--- src/tkrr_pkg.sv ---
// Constants shared by the touch key result and configuration block.
// Assumes a single 10 MHz system clock and a byte-wide register port.
package tkrr_pkg;
	localparam int unsigned NUM_KEYS = 16;
	localparam logic [7:0] ADDR_OP_MODE = 8'h0b;
	localparam logic [7:0] ADDR_CONFIRM = 8'h0f;
	localparam logic [7:0] ADDR_GROUP_FIRST = 8'h1b;
	localparam logic [7:0] ADDR_GROUP_LAST = 8'h1e;
	localparam logic [7:0] ADDR_ENABLE_LOW = 8'h1f;
	localparam logic [7:0] ADDR_ENABLE_HIGH = 8'h20;
	localparam logic [7:0] ADDR_NOISE_FIRST = 8'h21;
	localparam logic [7:0] ADDR_NOISE_LAST = 8'h30;
	localparam logic [7:0] ADDR_MASK_LOW = 8'h31;
	localparam logic [7:0] ADDR_MASK_HIGH = 8'h32;
	localparam logic [7:0] ADDR_PRESS_FIRST = 8'h33;
	localparam logic [7:0] ADDR_PRESS_LAST = 8'h42;
	localparam logic [7:0] ADDR_RAW_FIRST = 8'h43;
	localparam logic [7:0] ADDR_RAW_LAST = 8'h62;
	localparam logic [7:0] ADDR_FAULT = 8'h63;
	localparam logic [7:0] ADDR_POSITION = 8'h64;
	localparam logic [7:0] ADDR_FLAGS_HIGH = 8'h65;
	localparam logic [7:0] ADDR_FLAGS_LOW = 8'h66;
	localparam logic [7:0] RST_ENABLE = 8'hff;
	localparam logic [7:0] RST_MASK = 8'hff;
	localparam logic [7:0] RST_NOISE = 8'h20;
	localparam logic [7:0] RST_PRESS = 8'h30;
	localparam logic [7:0] RST_ZERO = 8'h00;
	localparam logic [7:0] FAULT_POWER_ON = 8'h02;
	localparam logic [7:0] FAULT_CLEAR_WDOG = 8'h01;
	localparam logic [7:0] FAULT_NONE = 8'h00;
	localparam int unsigned CONFIRM_W = 3;
	localparam logic [7:0] SLIDER_STEP = 8'h10;
	typedef enum logic [1:0] {
		TKRR_GROUP_FREE = 2'b00,
		TKRR_GROUP_EXCL_A = 2'b01,
		TKRR_GROUP_EXCL_B = 2'b10,
		TKRR_GROUP_SLIDER = 2'b11
	} tkrr_group_type;
endpackage

--- src/tkrr_key_debounce.sv ---
// One key's touch qualifier: consecutive-reading confirmation plus
// release hysteresis against the noise limit. Fed once per reading.
`timescale 1ns/10ps
module tkrr_key_debounce
	import tkrr_pkg::*;
(
	input wire logic sys_clk_i,
	input wire logic rst_i,
	input wire logic enable_i,
	input wire logic sample_i,
	input wire logic [15:0] delta_i,
	input wire logic [7:0] press_limit_i,
	input wire logic [7:0] noise_limit_i,
	input wire logic [CONFIRM_W-1:0] confirm_i,
	output logic touched_o
);
	logic [CONFIRM_W-1:0] count;
	logic [CONFIRM_W-1:0] next_count;
	logic touched;
	logic next_touched;
	logic crossing;
	logic quiet;

	assign crossing = delta_i > {8'h00, press_limit_i};
	assign quiet = delta_i < {8'h00, noise_limit_i};
	assign touched_o = touched;

	always_comb begin
		next_count = count;
		next_touched = touched;
		if (!enable_i) begin
			next_count = '0;
			next_touched = 1'b0;
		end else if (sample_i) begin
			if (crossing) begin
				if (count >= confirm_i) begin
					next_touched = 1'b1;
				end else begin
					next_count = count + 1'b1;
				end
			end else begin
				next_count = '0;
				if (quiet || !touched) begin
					next_touched = 1'b0;
				end
			end
		end
	end

	always_ff @(posedge sys_clk_i) begin
		if (rst_i) begin
			count <= '0;
			touched <= 1'b0;
		end else begin
			count <= next_count;
			touched <= next_touched;
		end
	end
endmodule

--- src/tkrr_group_resolve.sv ---
// Applies the per-group reporting policy to qualified touches and
// derives the slider coordinate. Purely combinational.
`timescale 1ns/10ps
module tkrr_group_resolve
	import tkrr_pkg::*;
(
	input wire logic [NUM_KEYS-1:0] qualified_i,
	input wire logic [2*NUM_KEYS-1:0] group_i,
	output logic [NUM_KEYS-1:0] reported_o,
	output logic slider_touch_o,
	output logic [7:0] slider_pos_o
);
	always_comb begin
		logic taken_a;
		logic taken_b;
		logic [7:0] rank;
		tkrr_group_type grp;
		taken_a = 1'b0;
		taken_b = 1'b0;
		rank = 8'h00;
		grp = TKRR_GROUP_FREE;
		reported_o = '0;
		slider_touch_o = 1'b0;
		slider_pos_o = 8'h00;
		for (int k = 0; k < NUM_KEYS; k++) begin
			grp = tkrr_group_type'(group_i[2*k +: 2]);
			unique case (grp)
				TKRR_GROUP_FREE: begin
					reported_o[k] = qualified_i[k];
				end
				TKRR_GROUP_EXCL_A: begin
					reported_o[k] = qualified_i[k] && !taken_a;
					taken_a = taken_a || qualified_i[k];
				end
				TKRR_GROUP_EXCL_B: begin
					reported_o[k] = qualified_i[k] && !taken_b;
					taken_b = taken_b || qualified_i[k];
				end
				TKRR_GROUP_SLIDER: begin
					reported_o[k] = qualified_i[k];
					if (qualified_i[k] && !slider_touch_o) begin
						slider_touch_o = 1'b1;
						slider_pos_o = 8'(rank * SLIDER_STEP);
					end
					rank = rank + 8'h01;
				end
			endcase
		end
	end
endmodule

--- src/tkrr_touch_key_regs.sv ---
// Top of the touch key result and configuration block: register file,
// measurement scan order, raw data store and data ready request pin.
// Assumes the serial front end presents byte accesses on sys_clk_i and
// the analog engine answers each request with one done pulse.
`timescale 1ns/10ps
module tkrr_touch_key_regs
	import tkrr_pkg::*;
(
	input wire logic sys_clk_i,
	input wire logic rst_i,
	input wire logic master_clear_reset_n_i,
	input wire logic watchdog_event_i,
	input wire logic [7:0] reg_addr_i,
	input wire logic reg_wr_i,
	input wire logic [7:0] reg_wdata_i,
	input wire logic reg_rd_i,
	output logic [7:0] reg_rdata_o,
	output logic meas_req_o,
	output logic [3:0] meas_key_o,
	input wire logic meas_done_i,
	input wire logic [15:0] meas_raw_i,
	input wire logic [15:0] meas_delta_i,
	output logic ready_request_low_o
);
	logic master_clear_reset_meta;
	logic master_clear_reset_sync;
	logic core_rst;

	logic [7:0] op_mode;
	logic [7:0] next_op_mode;
	logic [CONFIRM_W-1:0] confirm;
	logic [CONFIRM_W-1:0] next_confirm;
	logic [2*NUM_KEYS-1:0] group_codes;
	logic [2*NUM_KEYS-1:0] next_group_codes;
	logic [NUM_KEYS-1:0] key_enable;
	logic [NUM_KEYS-1:0] next_key_enable;
	logic [NUM_KEYS-1:0] request_mask;
	logic [NUM_KEYS-1:0] next_request_mask;
	logic [7:0] noise_limit [NUM_KEYS];
	logic [7:0] next_noise_limit [NUM_KEYS];
	logic [7:0] press_limit [NUM_KEYS];
	logic [7:0] next_press_limit [NUM_KEYS];
	logic [15:0] raw_data [NUM_KEYS];
	logic [15:0] next_raw_data [NUM_KEYS];
	logic [7:0] fault_code_field;
	logic [7:0] next_fault_code_field;

	logic [3:0] scan_key;
	logic [3:0] next_scan_key;
	logic [NUM_KEYS-1:0] qualified;
	logic [NUM_KEYS-1:0] reported;
	logic [NUM_KEYS-1:0] reported_prev;
	logic slider_touch;
	logic [7:0] slider_pos_now;
	logic [7:0] slider_position;
	logic [7:0] next_slider_position;
	logic data_ready_request;
	logic next_data_ready_request;
	logic [7:0] rdata;
	logic [7:0] next_rdata;
	logic change_event;
	logic flags_read;

	// low pin holds core in reset
	always_ff @(posedge sys_clk_i) begin
		if (rst_i) begin
			master_clear_reset_meta <= 1'b1;
			master_clear_reset_sync <= 1'b1;
		end else begin
			master_clear_reset_meta <= master_clear_reset_n_i;
			master_clear_reset_sync <= master_clear_reset_meta;
		end
	end
	assign core_rst = rst_i || !master_clear_reset_sync;

	// Register writes
	always_comb begin
		logic [7:0] idx;
		idx = 8'h00;
		next_op_mode = op_mode;
		next_confirm = confirm;
		next_group_codes = group_codes;
		next_key_enable = key_enable;
		next_request_mask = request_mask;
		next_noise_limit = noise_limit;
		next_press_limit = press_limit;
		if (reg_wr_i) begin
			if (reg_addr_i == ADDR_OP_MODE) begin
				next_op_mode = reg_wdata_i;
			end
			if (reg_addr_i == ADDR_CONFIRM) begin
				next_confirm = reg_wdata_i[CONFIRM_W-1:0];
			end
			if (reg_addr_i >= ADDR_GROUP_FIRST && reg_addr_i <= ADDR_GROUP_LAST) begin
				idx = reg_addr_i - ADDR_GROUP_FIRST;
				next_group_codes[8*idx[1:0] +: 8] = reg_wdata_i;
			end
			if (reg_addr_i == ADDR_ENABLE_LOW) begin
				next_key_enable[7:0] = reg_wdata_i;
			end
			if (reg_addr_i == ADDR_ENABLE_HIGH) begin
				next_key_enable[15:8] = reg_wdata_i;
			end
			if (reg_addr_i == ADDR_MASK_LOW) begin
				next_request_mask[7:0] = reg_wdata_i;
			end
			if (reg_addr_i == ADDR_MASK_HIGH) begin
				next_request_mask[15:8] = reg_wdata_i;
			end
			if (reg_addr_i >= ADDR_NOISE_FIRST && reg_addr_i <= ADDR_NOISE_LAST) begin
				idx = reg_addr_i - ADDR_NOISE_FIRST;
				next_noise_limit[idx[3:0]] = reg_wdata_i;
			end
			if (reg_addr_i >= ADDR_PRESS_FIRST && reg_addr_i <= ADDR_PRESS_LAST) begin
				idx = reg_addr_i - ADDR_PRESS_FIRST;
				next_press_limit[idx[3:0]] = reg_wdata_i;
			end
		end
	end

	always_ff @(posedge sys_clk_i) begin
		if (core_rst) begin
			op_mode <= RST_ZERO;
			confirm <= '0;
			group_codes <= '0;
			key_enable <= {RST_ENABLE, RST_ENABLE};
			request_mask <= {RST_MASK, RST_MASK};
			for (int k = 0; k < NUM_KEYS; k++) begin
				noise_limit[k] <= RST_NOISE;
				press_limit[k] <= RST_PRESS;
			end
		end else begin
			op_mode <= next_op_mode;
			confirm <= next_confirm;
			group_codes <= next_group_codes;
			key_enable <= next_key_enable;
			request_mask <= next_request_mask;
			noise_limit <= next_noise_limit;
			press_limit <= next_press_limit;
		end
	end

	// Fault code: survives a pin reset so the cause stays visible
	always_comb begin
		next_fault_code_field = fault_code_field;
		if (reg_wr_i && reg_addr_i == ADDR_FAULT) begin
			next_fault_code_field = FAULT_NONE;
		end
		if (!master_clear_reset_sync || watchdog_event_i) begin
			next_fault_code_field = FAULT_CLEAR_WDOG;
		end
	end

	always_ff @(posedge sys_clk_i) begin
		if (rst_i) begin
			fault_code_field <= FAULT_POWER_ON;
		end else begin
			fault_code_field <= next_fault_code_field;
		end
	end

	// Scan order and raw data capture
	always_comb begin
		logic found;
		logic [3:0] cand;
		found = 1'b0;
		cand = scan_key;
		next_scan_key = scan_key;
		next_raw_data = raw_data;
		if (meas_done_i && meas_req_o) begin
			next_raw_data[scan_key] = meas_raw_i;
		end
		if ((meas_done_i && meas_req_o) || !key_enable[scan_key]) begin
			for (int s = 1; s <= NUM_KEYS; s++) begin
				cand = 4'(scan_key + s);
				if (!found && key_enable[cand]) begin
					found = 1'b1;
					next_scan_key = cand;
				end
			end
		end
	end

	always_ff @(posedge sys_clk_i) begin
		if (core_rst) begin
			scan_key <= 4'h0;
			for (int k = 0; k < NUM_KEYS; k++) begin
				raw_data[k] <= 16'h0000;
			end
		end else begin
			scan_key <= next_scan_key;
			raw_data <= next_raw_data;
		end
	end

	// no request while current key disabled
	assign meas_req_o = key_enable[scan_key];
	assign meas_key_o = scan_key;

	genvar g;
	generate
		for (g = 0; g < NUM_KEYS; g++) begin : gen_key
			tkrr_key_debounce u_debounce (
				.sys_clk_i(sys_clk_i),
				.rst_i(core_rst),
				.enable_i(key_enable[g]),
				.sample_i(meas_done_i && meas_req_o && scan_key == 4'(g)),
				.delta_i(meas_delta_i),
				.press_limit_i(press_limit[g]),
				.noise_limit_i(noise_limit[g]),
				.confirm_i(confirm),
				.touched_o(qualified[g])
			);
		end
	endgenerate

	tkrr_group_resolve u_resolve (
		.qualified_i(qualified),
		.group_i(group_codes),
		.reported_o(reported),
		.slider_touch_o(slider_touch),
		.slider_pos_o(slider_pos_now)
	);

	assign change_event = |((reported ^ reported_prev) & request_mask);
	assign flags_read = reg_rd_i &&
		(reg_addr_i == ADDR_FLAGS_HIGH || reg_addr_i == ADDR_FLAGS_LOW);

	always_comb begin
		next_slider_position = slider_position;
		if (slider_touch) begin
			next_slider_position = slider_pos_now;
		end
		next_data_ready_request = data_ready_request;
		if (flags_read) begin
			next_data_ready_request = 1'b0;
		end
		if (change_event && op_mode == RST_ZERO) begin
			next_data_ready_request = 1'b1;
		end
		if (op_mode != RST_ZERO) begin
			next_data_ready_request = 1'b0;
		end
	end

	always_ff @(posedge sys_clk_i) begin
		if (core_rst) begin
			reported_prev <= '0;
			slider_position <= RST_ZERO;
			data_ready_request <= 1'b0;
		end else begin
			reported_prev <= reported;
			slider_position <= next_slider_position;
			data_ready_request <= next_data_ready_request;
		end
	end

	assign ready_request_low_o = !data_ready_request;

	// Read data, registered one cycle after the strobe
	always_comb begin
		logic [7:0] idx;
		idx = 8'h00;
		next_rdata = rdata;
		if (reg_rd_i) begin
			next_rdata = 8'h00;
			if (reg_addr_i == ADDR_OP_MODE) begin
				next_rdata = op_mode;
			end
			if (reg_addr_i == ADDR_CONFIRM) begin
				next_rdata = {{(8-CONFIRM_W){1'b0}}, confirm};
			end
			if (reg_addr_i >= ADDR_GROUP_FIRST && reg_addr_i <= ADDR_GROUP_LAST) begin
				idx = reg_addr_i - ADDR_GROUP_FIRST;
				next_rdata = group_codes[8*idx[1:0] +: 8];
			end
			if (reg_addr_i == ADDR_ENABLE_LOW) begin
				next_rdata = key_enable[7:0];
			end
			if (reg_addr_i == ADDR_ENABLE_HIGH) begin
				next_rdata = key_enable[15:8];
			end
			if (reg_addr_i >= ADDR_NOISE_FIRST && reg_addr_i <= ADDR_NOISE_LAST) begin
				idx = reg_addr_i - ADDR_NOISE_FIRST;
				next_rdata = noise_limit[idx[3:0]];
			end
			if (reg_addr_i == ADDR_MASK_LOW) begin
				next_rdata = request_mask[7:0];
			end
			if (reg_addr_i == ADDR_MASK_HIGH) begin
				next_rdata = request_mask[15:8];
			end
			if (reg_addr_i >= ADDR_PRESS_FIRST && reg_addr_i <= ADDR_PRESS_LAST) begin
				idx = reg_addr_i - ADDR_PRESS_FIRST;
				next_rdata = press_limit[idx[3:0]];
			end
			if (reg_addr_i >= ADDR_RAW_FIRST && reg_addr_i <= ADDR_RAW_LAST) begin
				idx = reg_addr_i - ADDR_RAW_FIRST;
				next_rdata = idx[0] ? raw_data[idx[4:1]][7:0] : raw_data[idx[4:1]][15:8];
			end
			if (reg_addr_i == ADDR_FAULT) begin
				next_rdata = fault_code_field;
			end
			if (reg_addr_i == ADDR_POSITION) begin
				next_rdata = slider_position;
			end
			if (reg_addr_i == ADDR_FLAGS_HIGH) begin
				next_rdata = reported[15:8];
			end
			if (reg_addr_i == ADDR_FLAGS_LOW) begin
				next_rdata = reported[7:0];
			end
		end
	end

	always_ff @(posedge sys_clk_i) begin
		if (core_rst) begin
			rdata <= 8'h00;
		end else begin
			rdata <= next_rdata;
		end
	end
	assign reg_rdata_o = rdata;
endmodule

--- config.mk ---
export PLATFORM = sky130hd
export DESIGN_NAME = tkrr_touch_key_regs
export DESIGN_NICKNAME = d
export VERILOG_FILES = /design/src/tkrr_pkg.sv /design/src/tkrr_key_debounce.sv /design/src/tkrr_group_resolve.sv /design/src/tkrr_touch_key_regs.sv
export SDC_FILE = /design/constraint.sdc
export NUM_CORES = 2
export LEC_CHECK = 0
export BUFFER_PORTS_ARGS = -buffer_cell sky130_fd_sc_hd__buf_2
export CORE_UTILIZATION = 30
export CTS_BUF_LIST = sky130_fd_sc_hd__clkbuf_2
export DETAILED_ROUTE_END_ITERATION = 10
export GPL_TIMING_DRIVEN = 0
export PLACE_DENSITY = 0.48
export SLEW_MARGIN = 10
export SYNTH_ARGS = -nofsm -noshare
export SYNTH_HDL_FRONTEND = slang
export SYNTH_SLANG_ARGS = --single-unit
--- constraint.sdc ---
create_clock -name sys_clk_i -period 19.95 [get_ports sys_clk_i]
set_clock_uncertainty 0.05 [all_clocks]
set_input_delay 2.9925 -clock sys_clk_i [delete_from_list [all_inputs] [get_ports sys_clk_i]]
set_output_delay 2.9925 -clock sys_clk_i [all_outputs]
set_load 0.03 [all_outputs]
Yosys cells after proc, flatten, opt, wreduce, memory -nomap -nowiden --
Index checks and enable logic that the tools add are counted. Widths: inputs -> output; s select.
Storage, ports and cells: bits in registers 692
Cells by class: $add $sub $neg 51, $lt $le $gt $ge 80, eq/ne operators 105, shifts and indexed selects 3, muxes and demuxes 321, bitwise gates (word level) 22, reductions and logical operators 328
Operators by type and width (count):
- $mux 8 | 50
- $bwmux 128 | 2
- $bwmux 256 | 1
- $gt 16x8->1 | 16
- $lt 16x8->1 | 16
- $mux 1 | 161
- $mux 4 | 29
- $mux 3 | 32
- $logic_and 1x1->1 | 87
- $lt 4x5->1 const B | 17
- $logic_not 1->1 | 79
- $bmux 1 s4 | 17
- $bmux 16 s4 | 1
- $bmux 8 s4 | 2
- $demux 16 s4 | 1
- $demux 8 s4 | 2
- $eq 2x2->1 const B | 32
- $ne 2x2->1 const B | 32
- $reduce_or 2->1 | 32
- $add 4x1->4 const B | 14
- $reduce_and 2->1 | 26
- $add 3x1->3 const B | 16
- $ge 3x3->1 | 16
- $logic_or 1x1->1 | 48
- 48 further kinds | 181

Depth between registers and ports, before layout --
depth after elaboration 65, mapped depth 53

Cells and area by module --
A second synthesis with hierarchy kept.
Unflattened totals: cells, all modules 5515, area, all modules 45610.0 um2
By module, submodules not included:
- tkrr_touch_key_regs | instances 1, cells an instance 3527, area each 29629.7 um2, sequential area each 12572.1 um2
- tkrr_key_debounce | instances 16, cells an instance 92, area each 762.0 um2, sequential area each 80.1 um2
- tkrr_group_resolve | instances 1, cells an instance 516, area each 3788.6 um2, sequential area each 0.0 um2

Worst setup path before layout --
No wires, ideal clock.
path kind reg-to-reg, from reg group_codes[4], to reg slider_position[5], setup time 132 ps, arrival 8250 ps, data required time 19768 ps, path slack 11518 ps, cell stages (with the launch flop) 53, path through dfxtp_1 ha_1 clkbuf_1 clkbuf_1 nor2_1 nor2_1 ha_1 nand2_1 o31ai_1 ha_1 mux2_2 ha_1 nor2b_1 a21oi_1 a21oi_1 inv_1 ha_1 o22ai_1 [17 not listed] ha_1 nand2_1 o21ai_0 o31ai_1 inv_1 ha_1 nand2_1 o21a_1 inv_1 ha_1 nand2_1 o21a_1 inv_1 ha_1 a21oi_1 nor2_1 a211oi_1 nor3_1
Between the ends: word-level cells in the longest chain between the ends 54, elaborated cells on any way between the ends 106
RTL lines:
- start: declaration | line tkrr_touch_key_regs.sv:33 | logic [2*NUM_KEYS-1:0] group_codes;
- start signal: assignment | line tkrr_touch_key_regs.sv:135 | group_codes <= next_group_codes;
- $eq 2x2->1 (*) | line tkrr_group_resolve.sv:27 | unique case (grp)
- branches (longest 53 deep; another with $add 4x1->4)
- end signal: assignment | line tkrr_touch_key_regs.sv:253 | slider_position <= next_slider_position;
- end: declaration | line tkrr_touch_key_regs.sv:55 | logic [7:0] slider_position;
Mark *: on every way between the ends. A chain may end at the register's enable or synchronous reset.

Worst setup path after layout --
from in reg_addr_i[0], to reg rdata[0], in the netlist reg_rdata_o[0]
Between the ends: word-level cells in the longest chain between the ends 15, elaborated cells on any way between the ends 54
RTL lines:
- start: declaration | line tkrr_touch_key_regs.sv:13 | input wire logic [7:0] reg_addr_i,
- branches (longest 14 deep; another with $sub 2x2->2)
- $mux 8 (*) | line tkrr_touch_key_regs.sv:310 | if (reg_addr_i == ADDR_FLAGS_LOW) begin
- end signal: assignment | line tkrr_touch_key_regs.sv:320 | rdata <= next_rdata;
- end: declaration | line tkrr_touch_key_regs.sv:59 | logic [7:0] rdata;
Mark *: on every way between the ends. The select of a mux whose other input is x is not followed.

==> reports/results.txt <==
The run finished with clean final reports. The total non-filler cell area in the finished layout was 0.0467 sq mm; the clock-pin slew reported for the worst setup and hold paths after clock tree synthesis was 0.10 ns. In this run the cell area measured after placement is 0.0448 sq mm. The total buffers and inverters traversed by the critical path was 13. Of the available clock period, the critical path in the final layout requires 63.2%. Sequential cells were found to cover 32.6% of the synthesized design area. Power spread over the standard cell area amounts to 63.1 mW/mm^2.

The detailed-route wire length was 189 mm. Setup repair after global routing left no endpoint under its margin. The worst hold path terminates at master_clear_reset_sync$_SDFF_PP1_.

By instance count, the leading cell after synthesis is nand2_1. The non-filler instance count after layout came out at 7536. The largest total area in the synthesized netlist belongs to dfxtp_1.

For the via count of the first global-routing pass, the log shows 38100. Path category of the worst min-delay check: flip-flop to flip-flop. Sort of element at the end of the critical path: a flip-flop. The maximum level of the CTS H-tree is 4, and the largest buffer count on any clock path is 3. The worst stage delay on the critical path works out to 1.02 ns.

Synthesis handed over a netlist of 5261 instances. The fraction of registers with async set/reset was 0%; the die area was 0.142 sq mm. The global-route wire length before repair came out at 268 mm.

For this run, the post-layout net count is 5936. After detailed placement, the design holds a cell count of 7179. After synthesis, the cell types taking the most area are dfxtp_1, ha_1, nand2_1.

Once detail routing completed, the nets flagged for antenna violations numbered 0. During I/O placement, the number of pins put on the boundary was 69. For the total congestion overflow after global routing, the log shows 0. The clock drives 688 sinks.

The startpoint of the most critical hold path was master_clear_reset_meta$_SDFF_PP1_. The area added between synthesis and finish is 10.5%, and the number of buffers inserted during clock tree synthesis is 194. By startpoint and endpoint, the worst setup path is classified as input pin to flip-flop. In this run the horizontal extent of the chip is 377 microns. The detailed router finished its first iteration with 4347 violations. The setup-violating endpoint count in the final report was 0. TritonCTS built the clock tree. The die is 377 microns tall. The cell seen most often among critical-path stages was buf_2.

The via count of the routed design came out at 41000. Summed over all cells, the static leakage comes to 16.9 nW. The cell area that synthesis handed to floorplanning was 0.0422 sq mm. After detailed routing, the number of vias per cell comes to 5.44.

The logs give 10.06 ns for the reg-to-reg setup timing slack and 1.68 ns for the clock insertion delay at the later pin of the skew report. The largest net degree at the start of global routing is 33. The required time of the critical path is 21.43 ns.

The dominant synthesized flop cell was dfxtp_1. In this run the worst path has a maximum fanout of 12. The first TritonRoute pass finished after 7 iterations.

The total power draw is 2.95 mW. In the global route stage, overall resource usage came out at 25.9%. Static timing analysis puts the maximum clock frequency at 79.3 MHz. The signal on the critical path passes through buf_2, clkbuf_1, buf_2, clkbuf_1, buf_1, inv_1, clkbuf_1, ha_1, buf_2, buf_2, buf_2, buf_2, buf_1, clkbuf_1, o221ai_1, o21ai_0, a211oi_1, a31oi_1, nor2_1, a21oi_1, a21oi_1, a211oi_1. The most critical setup path has its startpoint at reg_addr_i[0]. The tool flagged a number of max-cap violations equal to 0. The logs give 0 ns for the setup TNS and 91 for the number of unique standard cell types used by synthesis.

The floorplan step defined a core boundary enclosing 0.140 sq mm. Yosys mapped a number of flops with a built-in enable equal to 0. Routed length per instance: 25.0 microns. The worst setup path is launched from an input pin.

For the worst flop-to-flop path, the logic depth is 52. The initial standard-cell utilization of the core was 30.3%. The endpoint arrival time on the critical path came out at 14.09 ns. The run gives 0 as the final hold violation count. The synthesized design devotes to its leading area cell type 32.6% of total area. For the finished layout, the period the worst path requires is 12.61 ns. Broken down by cell family, the worst path's largest delay share belongs to buffers and inverters. The normalized max-slew margin is 4.17%. The tools report the reg-to-reg critical path startpoint as group_codes[4]$_SDFFE_PP0P_. After synthesis, the most frequently instantiated cells are nand2_1, dfxtp_1, a21oi_1. The tools report the initial antenna violation count as 16. The remaining design rule violation count is 0, and the mean post-synth cell area is 8.03 sq um. At the pin with the least slew margin, the transition time is 1.44 ns. Routability-driven placement finished with a final weighted congestion of 1.03. Clock tree synthesis selected as its root buffer the cell clkbuf_2.

During placement, the flow inserted port buffers numbering 41. The hold-critical path depth is 1. The final number of max-transition violations is 0, and the fraction of layout instances using a drive strength above 1 is 9.57%.

Detailed placement finished with a half-perimeter wire length of 139 mm. The worst register-to-register path ends at slider_position[5]$_SDFFE_PP0P_. The Yosys step of the flow raised 0 warnings. Counting flops and latches in the post-synthesis netlist gives 688. The initialized floorplan defines 137 standard-cell rows. After clock tree synthesis, the repair step resized 0 gates. The logs give 0.370 ns for the final hold slack and 5697 for the post-synthesis net count.

After clock tree synthesis, the setup repair step added 0 buffers. Across the VDD grid, the largest voltage drop is 0.0000557 V. The slowest stage of the critical path is the buf_1 cell. For this design, the CTS-stage hold fixing added 0 buffers.
==> through the flow <==
stage | setup slack (ns) | utilization [%]
final | 7.34 | 33.5
after CTS | 7.84 | 33.4
after global routing | 7.43 | 33.4
after floorplan | 11.52 | -
after global placement | 4.80 | 32.1
after detailed placement | 6.11 | 32.1
==> registers in the layout, indices dropped and copies added, names as in the netlist <==
register,flops
data_ready_request,1
master_clear_reset_meta,1
noise_limit,128
key_enable,16
reported_prev,16
reg_rdata_o,8
press_limit,128
group_codes,32
raw_data,256
slider_position,4
master_clear_reset_sync,1
request_mask,16
op_mode,8
meas_key_o,4
fault_code_field,2
gen_key.u_debounce.count,48
confirm,3
gen_key.u_debounce.touched_o,16
==> layout by cell type, fill, tap and decap left out, types with 26 or more instances in the layout <==
cell	instances
a211oi_1	38
a21o_1	40
a21oi_1	604
a221oi_1	44
and3_1	31
buf_1	45
buf_2	53
clkbuf_1	270
clkbuf_2	302
clkinv_1	29
dfxtp_1	688
ha_1	381
inv_1	316
mux2i_1	216
mux4_2	106
nand2_1	1079
nand2b_1	74
nand3_1	132
nor2_1	343
nor2b_1	67
nor3_1	29
o211ai_1	79
o21a_1	26
o21ai_0	172
o22ai_1	35
xnor2_1	44
==> worst max-delay path by stage <==
stage | to | slack, ns | cells past startpoint
final | reg_rdata_o[0]$_SDFFE_PP0P_ | 7.34 | 22
after global routing | reg_rdata_o[0]$_SDFFE_PP0P_ | 7.43 | 22
after CTS | reg_rdata_o[0]$_SDFFE_PP0P_ | 7.84 | 22
after detailed placement | reg_rdata_o[0]$_SDFFE_PP0P_ | 6.11 | 22
after global placement | reg_rdata_o[0]$_SDFFE_PP0P_ | 4.80 | 22
after floorplan | slider_position[5]$_SDFFE_PP0P_ | 11.52 | 52
==> cell type report <==
cell class	count	area, sq um
buffer	337	1320
tap	1876	2350
timing repair buffer	43	240
clock inverter	53	309
antenna	8	20.0
multi-input combinational	3914	26000
sequential	688	13800
clock buffer	295	1480
inverter	322	1210
fill	15100	92900
==> logic make-up after synthesis <==
group	share of synthesized area (%)
adders and majority gates	11.3
and+or+nand+nor	19.2
DFF	32.6
AOI/OAI and AO/OA	17.5
xor gates and xnor gates	1.79
buffers and inverters	5.94
muxes	11.7
==> layer usage <==
metal	vias up	global-route usage (%)	wire length [microns]
met5	-	0	70
met4	10	10.9	7680
met3	364	5.38	15700
met2	1730	40.1	82700
met1	19900	34.8	82600
li1	18900	-	-
==> worst register-to-register path, delay by kind of cell, from the launching register on <==
family	cells	cell delay, ns
AO/OA/AOI/OAI	15	2.57
adder cells (fa/ha/maj)	13	3.84
buffers and inverters	9	1.23
flip-flops	1	0.57
multiplexers	1	0.29
AND/OR/NAND/NOR	14	1.24
==> power by group <==
part	leakage, nW	total, mW	internal, mW	switching [mW]
registers	5.55	1.39	1.38	0.00806
logic	10.0	0.450	0.113	0.336
clock network	1.38	1.11	0.426	0.680
Note: power is estimated with default switching activity, not from simulation.
